[src/gauge_pkg.sv]
// Shared constants and types for the gauge power mode and alert controller
package gauge_pkg;
    localparam int          CLK_HZ             = 20_000_000;
    localparam int          POR_SETTLE_MS      = 250;
    localparam int          ACTIVE_PERIOD_MS   = 1000;
    localparam int          POR_SETTLE_CYC     = CLK_HZ / 1000 * POR_SETTLE_MS;
    localparam int          ACTIVE_PERIOD_CYC  = CLK_HZ / 1000 * ACTIVE_PERIOD_MS;
    localparam int          CNT_W              = 26;
    localparam logic [15:0] DESIGN_CAP_RESET   = 16'h07d0;
    localparam logic [15:0] CMD_QUICK_SENSE    = 16'h4000;
    localparam logic [15:0] CMD_SLEEP_ENTER    = 16'h0001;
    localparam logic [15:0] CMD_SLEEP_EXIT     = 16'h0002;
    localparam logic [15:0] CMD_SHDN_ENTER     = 16'h0003;
    localparam logic [15:0] CMD_SHDN_EXIT      = 16'h0004;
    localparam logic [3:0]  SLEEP_MULT_MIN     = 4'h2;
    localparam logic [3:0]  SLEEP_MULT_RESET   = 4'h4;
    localparam logic [7:0]  CHARGE_LEVEL_RESET = 8'h32;
    localparam logic [6:0]  I2C_SLAVE_ADDR     = 7'b1010101;
    localparam int          NUM_ALERTS         = 6;
    localparam int          SC_ALERT_IDX       = 5;

    typedef enum logic [2:0] {
        MODE_ACTIVE   = 3'b001,
        MODE_SLEEP    = 3'b010,
        MODE_SHUTDOWN = 3'b100
    } power_mode_t;
endpackage : gauge_pkg

[src/alert_unit.sv]
// Alert flags, interrupt status and open-drain alert pin
`timescale 1ns/1ps
`default_nettype none
module alert_unit (
    input  wire logic                              sys_clk,
    input  wire logic                              rst,
    input  wire logic [gauge_pkg::NUM_ALERTS-1:0]  alert_cond,
    input  wire logic [gauge_pkg::NUM_ALERTS-1:0]  alert_en,
    input  wire logic                              irq_en,
    input  wire logic                              sc_flag_clear,
    input  wire logic                              irq_read,
    output logic      [gauge_pkg::NUM_ALERTS-1:0]  alert_flag,
    output logic                                   irq_status,
    output logic                                   alert_n_oe
);
    import gauge_pkg::*;

    logic [NUM_ALERTS-1:0] flag_reg;
    logic [NUM_ALERTS-1:0] flag_next;
    logic                  irq_reg;
    logic                  irq_next;
    logic                  rise;

    always_comb begin
        for (int i = 0; i < NUM_ALERTS; i++) begin
            if (!alert_en[i]) begin
                flag_next[i] = 1'b0;
            end else if (alert_cond[i]) begin
                flag_next[i] = 1'b1;
            end else if (i == SC_ALERT_IDX) begin
                flag_next[i] = flag_reg[i] & ~sc_flag_clear;
            end else begin
                flag_next[i] = 1'b0;
            end
        end
        // Only a newly set flag interrupts; a flag already set stays quiet
        rise     = irq_en && ((flag_next & ~flag_reg) != '0);
        // New event wins over the clearing read so nothing is lost
        irq_next = rise ? 1'b1 : (irq_read ? 1'b0 : irq_reg);
    end

    always_ff @(posedge sys_clk) begin
        if (rst) begin
            flag_reg <= '0;
            irq_reg  <= 1'b0;
        end else begin
            flag_reg <= flag_next;
            irq_reg  <= irq_next;
        end
    end

    assign alert_flag = flag_reg;
    assign irq_status = irq_reg;
    assign alert_n_oe = irq_reg;

    property p_flag_needs_en_0;
        @(posedge sys_clk) disable iff (rst)
        !alert_en[0] |=> !flag_reg[0];
    endproperty
    a_flag_needs_en_0: assert property (p_flag_needs_en_0)
        else $error("flag set while its enable was low");

    property p_flag_needs_en_1;
        @(posedge sys_clk) disable iff (rst)
        !alert_en[1] |=> !flag_reg[1];
    endproperty
    a_flag_needs_en_1: assert property (p_flag_needs_en_1)
        else $error("flag set while its enable was low");

    property p_auto_clear_ov;
        @(posedge sys_clk) disable iff (rst)
        (alert_en[2] && !alert_cond[2]) |=> !flag_reg[2];
    endproperty
    a_auto_clear_ov: assert property (p_auto_clear_ov)
        else $error("flag held after condition cleared");

    property p_auto_clear_uv;
        @(posedge sys_clk) disable iff (rst)
        (alert_en[3] && $fell(alert_cond[3])) |=> !flag_reg[3];
    endproperty
    a_auto_clear_uv: assert property (p_auto_clear_uv)
        else $error("flag held after condition cleared");

    property p_set_on_cond;
        @(posedge sys_clk) disable iff (rst)
        (alert_en[0] && alert_cond[0]) |=> flag_reg[0];
    endproperty
    a_set_on_cond: assert property (p_set_on_cond)
        else $error("enabled condition did not set flag");

    property p_sc_sticky;
        @(posedge sys_clk) disable iff (rst)
        (flag_reg[SC_ALERT_IDX] && alert_en[SC_ALERT_IDX] && !sc_flag_clear)
            |=> flag_reg[SC_ALERT_IDX];
    endproperty
    a_sc_sticky: assert property (p_sc_sticky)
        else $error("charge change flag cleared without host write");

    property p_irq_on_new_flag;
        @(posedge sys_clk) disable iff (rst)
        (irq_en && !flag_reg[4] && alert_en[4] && alert_cond[4]) |=> irq_reg;
    endproperty
    a_irq_on_new_flag: assert property (p_irq_on_new_flag)
        else $error("no interrupt after new flag");

    property p_irq_needs_en;
        @(posedge sys_clk) disable iff (rst)
        $rose(irq_reg) |-> $past(irq_en);
    endproperty
    a_irq_needs_en: assert property (p_irq_needs_en)
        else $error("interrupt rose while interrupt enable low");

    property p_irq_hold;
        @(posedge sys_clk) disable iff (rst)
        (irq_reg && !irq_read) |=> irq_reg;
    endproperty
    a_irq_hold: assert property (p_irq_hold)
        else $error("pending interrupt lost without read");

    property p_pin_follows;
        @(posedge sys_clk) disable iff (rst)
        (irq_reg && irq_read && !rise) |=> (!irq_reg && !alert_n_oe);
    endproperty
    a_pin_follows: assert property (p_pin_follows)
        else $error("read did not clear interrupt and pin");
endmodule : alert_unit
`default_nettype wire

[src/gauge_power_mode_alert_ctrl.sv]
// Power mode sequencer, charge level report and alert wrapper of the gauge
`timescale 1ns/1ps
`default_nettype none
module gauge_power_mode_alert_ctrl (
    input  wire logic                             sys_clk,
    input  wire logic                             rst,
    input  wire logic                             ctrl_wr,
    input  wire logic [15:0]                      ctrl_wdata,
    input  wire logic                             design_cap_wr,
    input  wire logic [15:0]                      design_cap_wdata,
    input  wire logic [3:0]                       sleep_mult,
    input  wire logic                             shutdown_en,
    input  wire logic                             auto_sleep_req,
    input  wire logic                             scl_in,
    input  wire logic                             sda_in,
    input  wire logic [7:0]                       soc_calc,
    input  wire logic [gauge_pkg::NUM_ALERTS-1:0] alert_cond,
    input  wire logic [gauge_pkg::NUM_ALERTS-1:0] alert_en,
    input  wire logic [gauge_pkg::NUM_ALERTS-1:0] alert_thr_set,
    input  wire logic                             irq_en,
    input  wire logic                             sc_flag_clear,
    input  wire logic                             irq_read,
    output logic      [15:0]                      design_capacity_a,
    output logic      [7:0]                       charge_level_value,
    output logic                                  meas_update,
    output logic                                  soc_restart,
    output gauge_pkg::power_mode_t                power_mode,
    output logic      [gauge_pkg::NUM_ALERTS-1:0] alert_flag,
    output logic                                  irq_status,
    output logic                                  alert_n_o,
    output logic                                  alert_n_oe
);
    import gauge_pkg::*;

    // Bus-line inputs come from the pins: two stages before use
    logic [1:0] scl_sync_reg;
    logic [1:0] sda_sync_reg;
    logic       bus_low;

    power_mode_t mode_reg;
    power_mode_t mode_next;
    logic        by_bus_reg;
    logic        by_bus_next;
    logic [15:0] dcap_reg;
    logic [15:0] dcap_next;
    logic [7:0]  level_reg;
    logic [7:0]  level_next;
    logic        first_done_reg;
    logic        first_done_next;
    logic [CNT_W-1:0] cnt_reg;
    logic [CNT_W-1:0] cnt_next;
    logic [3:0]  tick_cnt_reg;
    logic [3:0]  tick_cnt_next;
    logic        upd_reg;
    logic        upd_next;
    logic        restart_reg;
    logic        restart_next;
    logic [3:0]  mult_eff;
    logic        quick_sense;
    logic        sec_tick;
    logic        cmd_is_sleep_in;
    logic        cmd_is_sleep_out;
    logic        cmd_is_shdn_in;
    logic        cmd_is_shdn_out;
    logic [NUM_ALERTS-1:0] armed;

    function automatic logic cmd_hit(input logic [15:0] code);
        return ctrl_wr && (ctrl_wdata == code);
    endfunction : cmd_hit

    always_ff @(posedge sys_clk) begin
        if (rst) begin
            scl_sync_reg <= 2'b11;
            sda_sync_reg <= 2'b11;
        end else begin
            scl_sync_reg <= {scl_sync_reg[0], scl_in};
            sda_sync_reg <= {sda_sync_reg[0], sda_in};
        end
    end

    // The device address is fixed; framing lives in the bus slave outside
    localparam logic [6:0] SLAVE_ADDR = I2C_SLAVE_ADDR;

    always_comb begin
        bus_low          = !scl_sync_reg[1] && !sda_sync_reg[1];
        quick_sense      = cmd_hit(CMD_QUICK_SENSE);
        cmd_is_sleep_in  = cmd_hit(CMD_SLEEP_ENTER);
        cmd_is_sleep_out = cmd_hit(CMD_SLEEP_EXIT);
        cmd_is_shdn_in   = cmd_hit(CMD_SHDN_ENTER);
        cmd_is_shdn_out  = cmd_hit(CMD_SHDN_EXIT);
        // Out-of-range settings fall back to the nearest legal multiple
        mult_eff = (sleep_mult < SLEEP_MULT_MIN) ? SLEEP_MULT_MIN : sleep_mult;
        armed    = alert_en | alert_thr_set;
    end

    // Power mode sequencing
    always_comb begin
        mode_next   = mode_reg;
        by_bus_next = by_bus_reg;
        unique case (mode_reg)
            MODE_ACTIVE: begin
                if (shutdown_en && cmd_is_shdn_in) begin
                    mode_next   = MODE_SHUTDOWN;
                    by_bus_next = 1'b0;
                end else if (shutdown_en && bus_low) begin
                    mode_next   = MODE_SHUTDOWN;
                    by_bus_next = 1'b1;
                end else if (cmd_is_sleep_in) begin
                    mode_next   = MODE_SLEEP;
                    by_bus_next = 1'b0;
                end else if (auto_sleep_req) begin
                    mode_next   = MODE_SLEEP;
                    by_bus_next = 1'b1;
                end
            end
            MODE_SLEEP: begin
                // Exit method must match entry; auto entry leaves on auto release
                if (!by_bus_reg && cmd_is_sleep_out) begin
                    mode_next = MODE_ACTIVE;
                end else if (by_bus_reg && !auto_sleep_req) begin
                    mode_next = MODE_ACTIVE;
                end
            end
            MODE_SHUTDOWN: begin
                if (!by_bus_reg && cmd_is_shdn_out) begin
                    mode_next = MODE_ACTIVE;
                end else if (by_bus_reg && scl_sync_reg[1] && sda_sync_reg[1]) begin
                    mode_next = MODE_ACTIVE;
                end
            end
            default: begin
                mode_next = MODE_ACTIVE;
            end
        endcase
    end

    // Measurement timebase, first estimate and charge level report
    always_comb begin
        cnt_next        = cnt_reg;
        tick_cnt_next   = tick_cnt_reg;
        first_done_next = first_done_reg;
        level_next      = level_reg;
        upd_next        = 1'b0;
        restart_next    = quick_sense;
        sec_tick        = 1'b0;
        dcap_next       = design_cap_wr ? design_cap_wdata : dcap_reg;
        if (quick_sense) begin
            // Restart repeats the 250 ms power-up estimate
            cnt_next        = '0;
            tick_cnt_next   = '0;
            first_done_next = 1'b0;
        end else if (mode_reg == MODE_SHUTDOWN) begin
            cnt_next = cnt_reg;
        end else if (!first_done_reg) begin
            if (cnt_reg == CNT_W'(POR_SETTLE_CYC - 1)) begin
                cnt_next        = '0;
                first_done_next = 1'b1;
                level_next      = soc_calc;
                upd_next        = 1'b1;
            end else begin
                cnt_next = cnt_reg + 1'b1;
            end
        end else if (cnt_reg == CNT_W'(ACTIVE_PERIOD_CYC - 1)) begin
            cnt_next = '0;
            sec_tick = 1'b1;
        end else begin
            cnt_next = cnt_reg + 1'b1;
        end
        if (sec_tick) begin
            if (mode_reg == MODE_ACTIVE) begin
                tick_cnt_next = '0;
                upd_next      = 1'b1;
                level_next    = soc_calc;
            end else if (tick_cnt_reg + 4'h1 >= mult_eff) begin
                tick_cnt_next = '0;
                upd_next      = 1'b1;
                level_next    = soc_calc;
            end else begin
                tick_cnt_next = tick_cnt_reg + 4'h1;
            end
        end
    end

    always_ff @(posedge sys_clk) begin
        if (rst) begin
            mode_reg       <= MODE_ACTIVE;
            by_bus_reg     <= 1'b0;
            dcap_reg       <= DESIGN_CAP_RESET;
            level_reg      <= CHARGE_LEVEL_RESET;
            first_done_reg <= 1'b0;
            cnt_reg        <= '0;
            tick_cnt_reg   <= '0;
            upd_reg        <= 1'b0;
            restart_reg    <= 1'b0;
        end else begin
            mode_reg       <= mode_next;
            by_bus_reg     <= by_bus_next;
            dcap_reg       <= dcap_next;
            level_reg      <= level_next;
            first_done_reg <= first_done_next;
            cnt_reg        <= cnt_next;
            tick_cnt_reg   <= tick_cnt_next;
            upd_reg        <= upd_next;
            restart_reg    <= restart_next;
        end
    end

    alert_unit i_alert_unit (
        .sys_clk       (sys_clk),
        .rst           (rst),
        .alert_cond    (alert_cond),
        .alert_en      (armed),
        .irq_en        (irq_en),
        .sc_flag_clear (sc_flag_clear),
        .irq_read      (irq_read),
        .alert_flag    (alert_flag),
        .irq_status    (irq_status),
        .alert_n_oe    (alert_n_oe)
    );

    assign design_capacity_a  = dcap_reg;
    assign charge_level_value = level_reg;
    assign meas_update        = upd_reg;
    assign soc_restart        = restart_reg;
    assign power_mode         = mode_reg;
    assign alert_n_o          = 1'b0;

    // Shutdown must freeze both the update strobe and the reported level
    property p_shdn_freeze;
        @(posedge sys_clk) disable iff (rst)
        (mode_reg == MODE_SHUTDOWN) |=> !upd_reg;
    endproperty
    a_shdn_freeze: assert property (p_shdn_freeze)
        else $error("result update during shutdown");

    property p_shdn_level_hold;
        @(posedge sys_clk) disable iff (rst)
        (mode_reg == MODE_SHUTDOWN && $past(mode_reg) == MODE_SHUTDOWN) |-> $stable(level_reg);
    endproperty
    a_shdn_level_hold: assert property (p_shdn_level_hold)
        else $error("charge level changed in shutdown");

    property p_shdn_needs_en;
        @(posedge sys_clk) disable iff (rst)
        (mode_reg == MODE_ACTIVE && !shutdown_en) |=> mode_reg != MODE_SHUTDOWN;
    endproperty
    a_shdn_needs_en: assert property (p_shdn_needs_en)
        else $error("shutdown without enable");

    property p_quick_restart;
        @(posedge sys_clk) disable iff (rst)
        quick_sense |=> (soc_restart && cnt_reg == '0 && !first_done_reg);
    endproperty
    a_quick_restart: assert property (p_quick_restart)
        else $error("quick sense did not restart");

    // Exit must use the entry method, so the wrong exit leaves the mode alone
    property p_cmd_exit_only;
        @(posedge sys_clk) disable iff (rst)
        (mode_reg == MODE_SLEEP && !by_bus_reg && !cmd_is_sleep_out) |=> mode_reg == MODE_SLEEP;
    endproperty
    a_cmd_exit_only: assert property (p_cmd_exit_only)
        else $error("command sleep left without exit command");

    property p_bus_exit_only;
        @(posedge sys_clk) disable iff (rst)
        (mode_reg == MODE_SHUTDOWN && by_bus_reg && !(scl_sync_reg[1] && sda_sync_reg[1]))
            |=> mode_reg == MODE_SHUTDOWN;
    endproperty
    a_bus_exit_only: assert property (p_bus_exit_only)
        else $error("bus shutdown left before bus release");

    property p_first_update;
        @(posedge sys_clk) disable iff (rst)
        $rose(first_done_reg) |-> upd_reg;
    endproperty
    a_first_update: assert property (p_first_update)
        else $error("first estimate without update");

    property p_active_refresh;
        @(posedge sys_clk) disable iff (rst)
        (sec_tick && mode_reg == MODE_ACTIVE) |=> upd_reg;
    endproperty
    a_active_refresh: assert property (p_active_refresh)
        else $error("no refresh on active second tick");
endmodule : gauge_power_mode_alert_ctrl
`default_nettype wire

[config.mk]
export PLATFORM = sky130hd
export DESIGN_NAME = gauge_power_mode_alert_ctrl
export DESIGN_NICKNAME = d
export VERILOG_FILES = /design/src/gauge_pkg.sv /design/src/alert_unit.sv /design/src/gauge_power_mode_alert_ctrl.sv
export SDC_FILE = /design/constraint.sdc
export NUM_CORES = 1
export LEC_CHECK = 0
export BUFFER_PORTS_ARGS = -buffer_cell sky130_fd_sc_hd__buf_2
export CAP_MARGIN = 15
export CORE_MARGIN = 4
export CORE_UTILIZATION = 50
export DETAILED_ROUTE_END_ITERATION = 8
export GPL_ROUTABILITY_DRIVEN = 0
export GPL_TIMING_DRIVEN = 1
export PLACE_DENSITY = 0.8
export SYNTH_ARGS = -nofsm -noshare
export SYNTH_HDL_FRONTEND = slang
export SYNTH_HIERARCHICAL = 1
export SYNTH_SLANG_ARGS = --single-unit
export TNS_END_PERCENT = 100
[constraint.sdc]
create_clock -name sys_clk -period 2.5 [get_ports sys_clk]
set_input_delay 0.125 -clock sys_clk [delete_from_list [all_inputs] [get_ports sys_clk]]
set_output_delay 0.125 -clock sys_clk [all_outputs]
set_load 0.005 [all_outputs]
==> qor.yml, run 1 <==
status: "completed"
worst_slack_ns: 0.268
yosysMostFrequentCell: "dfxtp_1"
cts_buffers: 9
via_per_inst: 5.51
grt-ovfl-total: 0
wirelength_um: 8650
dr_total_vias: 3174
drtPass1Iterations: 5
post-place-ws_ns: 0.187
cp-end-kind: "flip-flop"
cts_root_buffer: "clkbuf_8"
synth_top_area_share: 0.443
worst-setup-path-type: "flip-flop to flip-flop"
clockPowerShare: 0.408
wl_per_cell_um: 15.0
hold_violations: 0
yosys.area.top_type: "dfxtp_1"
max_slew_margin: 0.533
crit_path_cell_trace: "ha_1, xor2_1, ha_1, o21ai_0, o21ai_1, a21o_1, nand4_1, a21oi_1"
grt_start_max_net_pins: 32
final_cell_area_mm2: 0.00419
dieHeight_um: 88.7
grt_pass1_vias: 3109
power_frac_comb: 0.092
p_switching_mw: 0.605
setup_viol: 0
tns_ns: 0
ys_types: 49
vdd_drop_max_mv: 0.496
synth_ff_type: "dfxtp_1"
clk_path_buf_depth: 2
row_count: 29
power.density_mw_per_mm2: 572
ff2ff_setup_slack_ns: 0.27
synth_area_per_cell_um2: 8.80
grt_usage: 0.224
finalNonFillerCells: 576
ys_ff_latch: 72
worstRegToRegCells: 8
syn-num-nets: 449
dp.cells: 550
p_sw_frac: 0.252
fp.dieW_um: 88.7
final_nets: 573
yosys-top-cells-area: "dfxtp_1 44%, nor2_1 7.4%, mux2i_1 5.2%, xor2_1 4.6%, nand3_1 3.7%"
placed_cell_area_mm2: 0.00388
cp_common_cell: "ha_1"
period_share: 0.893
fin_skew_ns: 0.0166
period_minus_slack_ns: 2.23
io_pins: 111
synth_cells: 370
slew_viol_final: 0
drive_above_1_share: 0.301
cp.required_ns: 2.78
hpwl_um: 6280
share_seq_of_total_power: 0.500
ys_seq_area_frac: 0.443
synth_edf_count: 0
fillCellCount: 522
crit_slowest_cell: "o21ai_1"
cap_violations: 0
hold_ws_ns: 0.00761
register_area_mm2: 0.00144
fmax_ghz: 0.448
min_path_cells: 3
cp_max_fo: 8
multi_input_comb_area_mm2: 0.00173
cts_setup_buffers: 0
largest_register_ffs: 26
rsz0062_at_grt: "no"
p_leak_nw: 1.83
area_growth_pct: 28.8
drc_errors: 0
synth_area_mm2: 0.00326
fin_util: 0.660
start_util: 0.513
power.total_mw: 2.40
yosys_warnings: 6
internal_power_mw: 1.79
io_buffers: 109
clock-sinks: 72
hp-class: "input port to flip-flop"
cpPeakStageDelay_ns: 0.36
worstSkewPairLatency_ns: 0.35
synthTopCellsByCount: "72 x dfxtp_1, 64 x nor2_1, 30 x nand2_1"
h-tree-depth: 3
antenna_found_initial: 0
worstMarginPinSlew_ns: 0.699
fp.dieArea_mm2: 0.00787
startpoint_type: "flip-flop"
final_antenna_net_count: 0
clk_pin_slew_ns: 0.09
initialDrtViolationCount: 139
grt_pass1_wl_um: 14000
diodes: 0
cts_tree: "yes"
worstPathArrival_ns: 2.51
ys_async_sr_fraction: 0
core_mm2: 0.00635
[power groups by stage]
stage                     clock (mW)  combinational, mW  sequential, mW
after CTS                      0.990              0.217            1.20
after floorplan                    0             0.0983            1.23
after detailed placement           0              0.204            1.23
after global placement             0              0.196            1.23
after global routing            1.05              0.245            1.21
final                          0.979              0.220            1.20
[critical path, delay by kind of cell (launching register included)]
kind                     cells  cell delay [ns]
AND/OR/NAND/NOR              1             0.15
AO/OA/AOI/OAI                4             0.96
flip-flops                   1             0.35
XOR/XNOR                     1             0.16
adder cells (fa/ha/maj)      2             0.54
[cell usage in the layout (no fill, tap or decap), types with 8 or more instances in the layout]
master / count
buf_2: 109
dfxtp_1: 72
nor2_1: 64
nand2_1: 30
nand3_1: 24
xor2_1: 17
nand4_1: 17
mux2i_1: 17
a21oi_1: 11
xnor2_1: 10
or2_2: 10
clkbuf_8: 10
dlygate4sd3_1: 10
o31ai_1: 9
inv_1: 8
[metal layers]
| metal | track usage | up-vias | share of wire |
|---|---|---|---|
| met4 | 0.0618 | 0 | 0.014 |
| met3 | 0.0810 | 12 | 0.068 |
| met5 | 0 | - | 0 |
| met2 | 0.400 | 114 | 0.53 |
| met1 | 0.250 | 1501 | 0.39 |
| li1 | - | 1547 | - |
[cell families (layout without fill, tap and decap cells)]
logic type      count (synthesis)  in the layout  share of synthesized area
compound gates                 43             43                     0.0857
xor+xnor                       27             27                     0.0726
fa+ha+maj                       6              6                     0.0230
buf+inv                        19            148                     0.0254
flops                          72             72                      0.443
mux                            17             17                     0.0522
other cells                     1              1                    0.00115
simple gates                  185            185                      0.297
[repair_timing]
item                                    in CTS  in global routing
hold buffers                                 9                  1
gates resized for setup                      0                  1
endpoints found under the hold margin        9                  1
endpoints found under the setup margin       0                  8
[area by class of cell]
| cell class | count | area share |
|---|---|---|
| clock inverters | 6 | 0.0173 |
| clock buffers | 10 | 0.0328 |
| repair buffers | 124 | 0.163 |
| well taps | 77 | 0.0230 |
| inverters | 8 | 0.00716 |
| flip-flops and latches | 72 | 0.344 |
| multi-input cells | 279 | 0.413 |
[final timing paths]
| path | startpoint | end |
|---|---|---|
| setup / recovery | tick_cnt_reg[0] | charge_level_value[3] |
| hold / removal | design_cap_wdata[4] | design_capacity_a[4] |
| setup reg to reg | tick_cnt_reg[0] | charge_level_value[3] |
| hold reg to reg | sda_sync_reg[0] | sda_sync_reg[1] |
Power figures use the tool's default switching activity.
==> run 2: changes to the inputs <==
--- a/config.mk
+++ b/config.mk
@@ -8,11 +8,12 @@
 export BUFFER_PORTS_ARGS = -buffer_cell sky130_fd_sc_hd__buf_2
 export CAP_MARGIN = 15
 export CORE_MARGIN = 4
-export CORE_UTILIZATION = 50
+export CORE_UTILIZATION = 54
 export DETAILED_ROUTE_END_ITERATION = 8
 export GPL_ROUTABILITY_DRIVEN = 0
 export GPL_TIMING_DRIVEN = 1
-export PLACE_DENSITY = 0.8
+export PLACE_DENSITY = 0.95
+export SKIP_CTS_REPAIR_TIMING = 1
 export SYNTH_ARGS = -nofsm -noshare
 export SYNTH_HDL_FRONTEND = slang
 export SYNTH_HIERARCHICAL = 1
==> constraint.sdc (replaced) <==
create_clock -name sys_clk -period 2.85 [get_ports sys_clk]
set_input_delay 0.1425 -clock sys_clk [delete_from_list [all_inputs] [get_ports sys_clk]]
set_output_delay 0.1425 -clock sys_clk [all_outputs]
set_load 0.005 [all_outputs]
==> run 2 against run 1 <==
  * Wire length is 0.38% higher
  * Clock power decreased by 8.5%
  * Die area fell by 6.7%
  * Sequential power fell by 12%
  * Register-to-register slack better by 0.18 ns
  * Clock skew fell by 0.0070 ns
  * Maximum frequency down 7.2%
  * Critical path depth did not move
  * Sequential cell count stayed put
  * Cell count shrank 2.4%
  * Via count shrank 0.82%
==> qor.yml, run 2 (synthesis results as in run 1) <==
status: "completed"
fp.dieW_um: 85.7  # -3.4%
dieHeight_um: 85.7  # -3.4%
worst_slack_ns: 0.444  # +0.176 ns
p_switching_mw: 0.496  # -18%
period_minus_slack_ns: 2.41  # +0.174 ns
final_cell_area_mm2: 0.00410  # -2.3%
cp.required_ns: 3.06  # +0.28 ns
period_share: 0.844  # -0.0485
io_buffers: 109  # unchanged
largest_register_ffs: 26  # unchanged
post-place-ws_ns: 0.530  # +0.343 ns
share_seq_of_total_power: 0.494  # -0.006
via_per_inst: 5.60  # +1.7%
hp-class: "input port to flip-flop"
cpPeakStageDelay_ns: 0.47  # +0.11 ns
row_count: 28  # -3.4%
layout_common_cells: "109 x buf_2, 72 x dfxtp_1, 64 x nor2_1"
grt_pass1_vias: 3114  # +0.16%
ff2ff_setup_slack_ns: 0.44  # +0.18 ns
clk_path_buf_depth: 2  # unchanged
worst-setup-path-type: "flip-flop to flip-flop"
hold_violations: 0  # unchanged
vdd_drop_max_mv: 0.433  # -13%
wirelength_um: 8690  # +0.38%
crit_slowest_cell: "o21ai_0"
max_slew_margin: 0.578  # +0.0452
worstPathArrival_ns: 2.62  # +0.11 ns
clk_pin_slew_ns: 0.08  # about the same
fp.dieArea_mm2: 0.00734  # -6.7%
p_sw_frac: 0.232  # -0.0198
cp-end-kind: "flip-flop"
fillCellCount: 431  # -17%
rr_endpoint: "charge_level_value[3]"
fmax_ghz: 0.416  # -7.2%
rsz0062_at_grt: "no"
antenna_found_initial: 0  # unchanged
grt-ovfl-total: 0  # unchanged
cts_root_buffer: "clkbuf_8"
p_leak_nw: 1.79  # -2.5%
tns_ns: 0  # unchanged
hpwl_um: 6470  # +3.1%
cts_buffers: 9  # unchanged
placed_cell_area_mm2: 0.00386  # -0.64%
register_area_mm2: 0.00144  # unchanged
startpoint_type: "flip-flop"
area_growth_pct: 25.8
crit_path_cell_trace: "ha_1, xor2_1, ha_1, o21ai_0, o21ai_0, a21oi_2, o31ai_1, a21oi_1"
multi_input_comb_area_mm2: 0.00173  # unchanged
setup_viol: 0  # unchanged
io_pins: 111  # unchanged
core_mm2: 0.00589  # -7.3%
cp-endpoint: "charge_level_value[3]"
drive_above_1_share: 0.300  # -0.000807
fin_skew_ns: 0.00958  # -0.00702 ns
worstRegToRegCells: 8  # unchanged
grt_start_max_net_pins: 32  # unchanged
hold_ws_ns: 0.00380  # -0.00380 ns
initialDrtViolationCount: 196  # +41%
internal_power_mw: 1.64  # -8.7%
cap_violations: 0  # unchanged
final_antenna_net_count: 0  # unchanged
clock-sinks: 72  # unchanged
setup.worst_path.start: "tick_cnt_reg[0]"
slew_viol_final: 0  # unchanged
drtPass1Iterations: 5  # unchanged
wl_per_cell_um: 15.5  # +2.9%
dr_total_vias: 3148  # -0.82%
final_nets: 562  # -1.9%
worstSkewPairLatency_ns: 0.35  # about the same
worstMarginPinSlew_ns: 0.632  # -0.0676 ns
cp_max_fo: 9  # +1
grt_pass1_wl_um: 14200  # +1.8%
power_frac_comb: 0.086  # -0.006
drc_errors: 0  # unchanged
diodes: 0  # unchanged
h-tree-depth: 3  # unchanged
cts_tree: "yes"
clockPowerShare: 0.420  # +0.012
grt_usage: 0.241  # +0.0173
r2r-start: "tick_cnt_reg[0]"
power.density_mw_per_mm2: 521  # -9.0%
final_common_cell: "buf_2"
start_util: 0.553  # +0.0405
-- run 2: cell type report --
class                      instances  share of cell area
timing repair buffer             113               0.142
sequential                        72               0.352
clock inverter                     5              0.0198
tap                               75              0.0229
multi-input combinational        279               0.423
inverter                           8             0.00733
clock buffer                      10              0.0336
-- run 2: how the worst min path moves through the flow --
stage,from,to,depth (start not counted)
final,design_cap_wdata[6],design_capacity_a[6],3
after global routing,design_cap_wdata[6],design_capacity_a[6],3
after CTS,scl_in,scl_sync_reg[0],2
after detailed placement,scl_in,scl_sync_reg[0],2
after global placement,sda_in,sda_sync_reg[0],2
after floorplan,rst,i_alert_unit/alert_flag[0],1
-- run 2: power by group through the flow --
stage	sequential, mW	clock (mW)	combinational [mW]
detailed placement	1.08	0	0.180
floorplan	1.08	0	0.0862
finish	1.05	0.896	0.185
CTS	1.05	0.899	0.182
global placement	1.07	0	0.172
global route	1.06	0.946	0.205
-- run 2: metal layers --
metal | track usage | vias up | share of wire
li1 | - | 1519 | -
met1 | 0.257 | 1441 | 0.38
met2 | 0.423 | 156 | 0.50
met3 | 0.0845 | 32 | 0.083
met4 | 0.119 | 0 | 0.036
met5 | 0 | - | 0
-- run 2: through the flow --
stage / instances / power (mW) / util
floorplan: 370 / 1.16 / -
global placement: 545 / 1.25 / 0.656
detailed placement: 545 / 1.26 / 0.656
CTS: 560 / 2.13 / 0.693
global route: 562 / 2.21 / 0.696
finish: 562 / 2.13 / 0.696
-- run 2: worst max-delay path, delay by kind of cell (launching register included) --
kind,cells,cell delay [ns]
DFF,1,0.36
AOI/OAI and AO/OA,5,1.23
xor gates and xnor gates,1,0.16
adders and majority gates,2,0.53
==> run 3: changes to the inputs <==
--- a/config.mk
+++ b/config.mk
@@ -8,11 +8,11 @@
 export BUFFER_PORTS_ARGS = -buffer_cell sky130_fd_sc_hd__buf_2
 export CAP_MARGIN = 15
 export CORE_MARGIN = 4
-export CORE_UTILIZATION = 54
+export CORE_UTILIZATION = 50
 export DETAILED_ROUTE_END_ITERATION = 8
 export GPL_ROUTABILITY_DRIVEN = 0
 export GPL_TIMING_DRIVEN = 1
-export PLACE_DENSITY = 0.95
+export PLACE_DENSITY = 0.92
 export SKIP_CTS_REPAIR_TIMING = 1
 export SYNTH_ARGS = -nofsm -noshare
 export SYNTH_HDL_FRONTEND = slang
==> constraint.sdc (replaced) <==
create_clock -name sys_clk -period 2.53 [get_ports sys_clk]
set_input_delay 0.1265 -clock sys_clk [delete_from_list [all_inputs] [get_ports sys_clk]]
set_output_delay 0.1265 -clock sys_clk [all_outputs]
set_load 0.005 [all_outputs]
==> run 3 against run 2 <==
  * The run now ends with hold timing left
  * First-iteration DRC count down 1.5%
  * Maximum frequency is 8.4% higher
  * Wire length rose by 4.2%
  * Clock power grew 8.0%
  * Via count unchanged
  * Sequential cell count stayed put
  * Setup slack got worse by 0.13 ns
  * Worst hold slack got worse by 0.0051 ns
  * Die area is 7.2% higher
  * Non-clock buffer count up 6
  * Critical path type unchanged
==> qor.yml, run 3 (synthesis results as in run 1) <==
max_slew_margin: 0.560  # -0.0182
min_path_cells: 3  # unchanged
drtPass1Iterations: 4  # -1
crit_family: "compound AO/OA/AOI/OAI gates"
grt_usage: 0.226  # -0.0156
setup_viol: 0  # unchanged
rsz0062_at_grt: "no"
power_frac_comb: 0.093  # +0.007
grt_start_max_net_pins: 32  # unchanged
core_mm2: 0.00635  # +7.9%
post-place-ws_ns: 0.382  # -0.148 ns
finalNonFillerCells: 571  # +1.6%
grtUsageMet1: 0.247  # -0.0102
crit_path_cell_trace: "ha_1, xor2_1, ha_1, o21ai_0, o21ai_0, buf_4, a21oi_2, o31ai_1, a21oi_1"
grt_pass1_wl_um: 13900  # -1.8%
rr_endpoint: "charge_level_value[6]"
worstPathArrival_ns: 2.51  # -0.11 ns
io_pins: 111  # unchanged
hpwl_um: 6360  # -1.7%
period_minus_slack_ns: 2.22  # -0.186 ns
final_cell_area_mm2: 0.00414  # +1.1%
cts_buffers: 9  # unchanged
startpoint_type: "flip-flop"
status: "finished, violations left"
worst-path-stages: 9  # +1
antenna_found_initial: 0  # unchanged
io_buffers: 109  # unchanged
diodes: 0  # unchanged
final_nets: 568  # +1.1%
busiest_layer: "met2"
cpPeakStageDelay_ns: 0.43  # -0.04 ns
clk_pin_slew_ns: 0.09  # about the same
register_area_mm2: 0.00144  # unchanged
worst-setup-path-type: "flip-flop to flip-flop"
grt-ovfl-total: 0  # unchanged
p_leak_nw: 1.81  # +1.3%
hold_ws_ns: -0.00133  # -0.00514 ns
final_antenna_net_count: 0  # unchanged
cp_max_fo: 9  # unchanged
fin_skew_ns: 0.0119  # +0.00236 ns
ff2ff_setup_slack_ns: 0.31  # -0.13 ns
cp.required_ns: 2.81  # -0.25 ns
clk_path_buf_depth: 2  # unchanged
internal_power_mw: 1.75  # +7.1%
vdd_drop_max_mv: 0.548  # +26%
fin_util: 0.653  # -0.0436
p_switching_mw: 0.622  # +25%
cts_tree: "yes"
dieHeight_um: 88.7  # +3.6%
setup.worst_path.start: "tick_cnt_reg[0]"
dp.cells: 550  # +0.92%
fp.dieW_um: 88.7  # +3.6%
cts_root_buffer: "clkbuf_8"
fillCellCount: 455  # +5.6%
start_util: 0.513  # -0.0405
r2r-start: "tick_cnt_reg[0]"
worst_slack_ns: 0.309  # -0.134 ns
cp-end-kind: "flip-flop"
grtUsageMet2: 0.399  # -0.0236
slew_viol_final: 0  # unchanged
p_sw_frac: 0.262  # +0.0294
worstSkewPairLatency_ns: 0.35  # about the same
cp-endpoint: "charge_level_value[6]"
placed_cell_area_mm2: 0.00388  # +0.65%
largest_register_ffs: 26  # unchanged
multi_input_comb_area_mm2: 0.00173  # unchanged
power.density_mw_per_mm2: 573  # +10%
final_common_cell: "buf_2"
hold_violations: 1  # +1
share_seq_of_total_power: 0.500  # +0.006
cap_violations: 0  # unchanged
dr_total_vias: 3148  # unchanged
crit_slowest_cell: "dfxtp_1"
wirelength_um: 9050  # +4.2%
use_met3: 0.0912  # +0.00671
path_buf_inv: 1  # +1
drive_above_1_share: 0.304  # +0.00385
via_per_inst: 5.51  # -1.6%
row_count: 29  # +3.6%
failed_checks: "hold timing"
fmax_ghz: 0.450  # +8.4%
clock-sinks: 72  # unchanged
worstMarginPinSlew_ns: 0.655  # +0.0233 ns
fp.dieArea_mm2: 0.00787  # +7.2%
h-tree-depth: 3  # unchanged
grt_pass1_vias: 3105  # -0.29%
layout_common_cells: "109 x buf_2, 72 x dfxtp_1, 64 x nor2_1"
worstRegToRegCells: 9  # +1
tns_ns: 0  # unchanged
initialDrtViolationCount: 193  # -1.5%
period_share: 0.878  # +0.0334
area_growth_pct: 27.2
wl_per_cell_um: 15.9  # +2.6%
drc_errors: 0  # unchanged
hp-class: "input port to flip-flop"
clockPowerShare: 0.407  # -0.013
power.total_mw: 2.38  # +11%
==> run 3: cell types whose count changed in the layout (fill, tap and decap cells not counted) <==
cell and delta:
buf_4 +3, bufinv_16 -1, clkbuf_8 -1, clkinv_2 -1, dlygate4sd3_1 +3, inv_6 +2, inv_8 +2
==> run 3: power groups by stage <==
stage	combinational (mW)	sequential [mW]	clock, mW
2_1_floorplan	0.0971	1.21	0
3_3_place_gp	0.198	1.21	0
3_5_place_dp	0.209	1.21	0
4_1_cts	0.211	1.19	0.971
5_1_grt	0.245	1.19	1.02
6_report	0.220	1.19	0.968
==> run 3: worst min-delay path: cells and delay by family <==
family / cells / cell delay, ns
buf+inv: 1 / 0.08
mux: 1 / 0.06
simple gates: 1 / 0.06
==> run 3: layer usage <==
metal / vias to the layer above / routed length (um)
met3: 20 / 815
met1: 1460 / 3380
met2: 134 / 4690
met4: 0 / 172
met5: - / 0
li1: 1534 / -
==> run 3: final cells by class <==
class / instances / area share
clock inverters: 7 / 0.0208
repair buffers: 119 / 0.153
clock buffers: 9 / 0.0299
multi-input cells: 279 / 0.418
flip-flops and latches: 72 / 0.348
well taps: 77 / 0.0232
inverters: 8 / 0.00725
==> run 3: worst min-delay path by stage <==
| stage | startpoint | to |
|---|---|---|
| 6_report | design_cap_wdata[6] | design_capacity_a[6] |
| 5_1_grt | design_cap_wdata[5] | design_capacity_a[5] |
| 4_1_cts | sda_in | sda_sync_reg[0] |
| 3_5_place_dp | sda_in | sda_sync_reg[0] |
| 3_3_place_gp | scl_in | scl_sync_reg[0] |
| 2_1_floorplan | rst | i_alert_unit/alert_flag[0] |
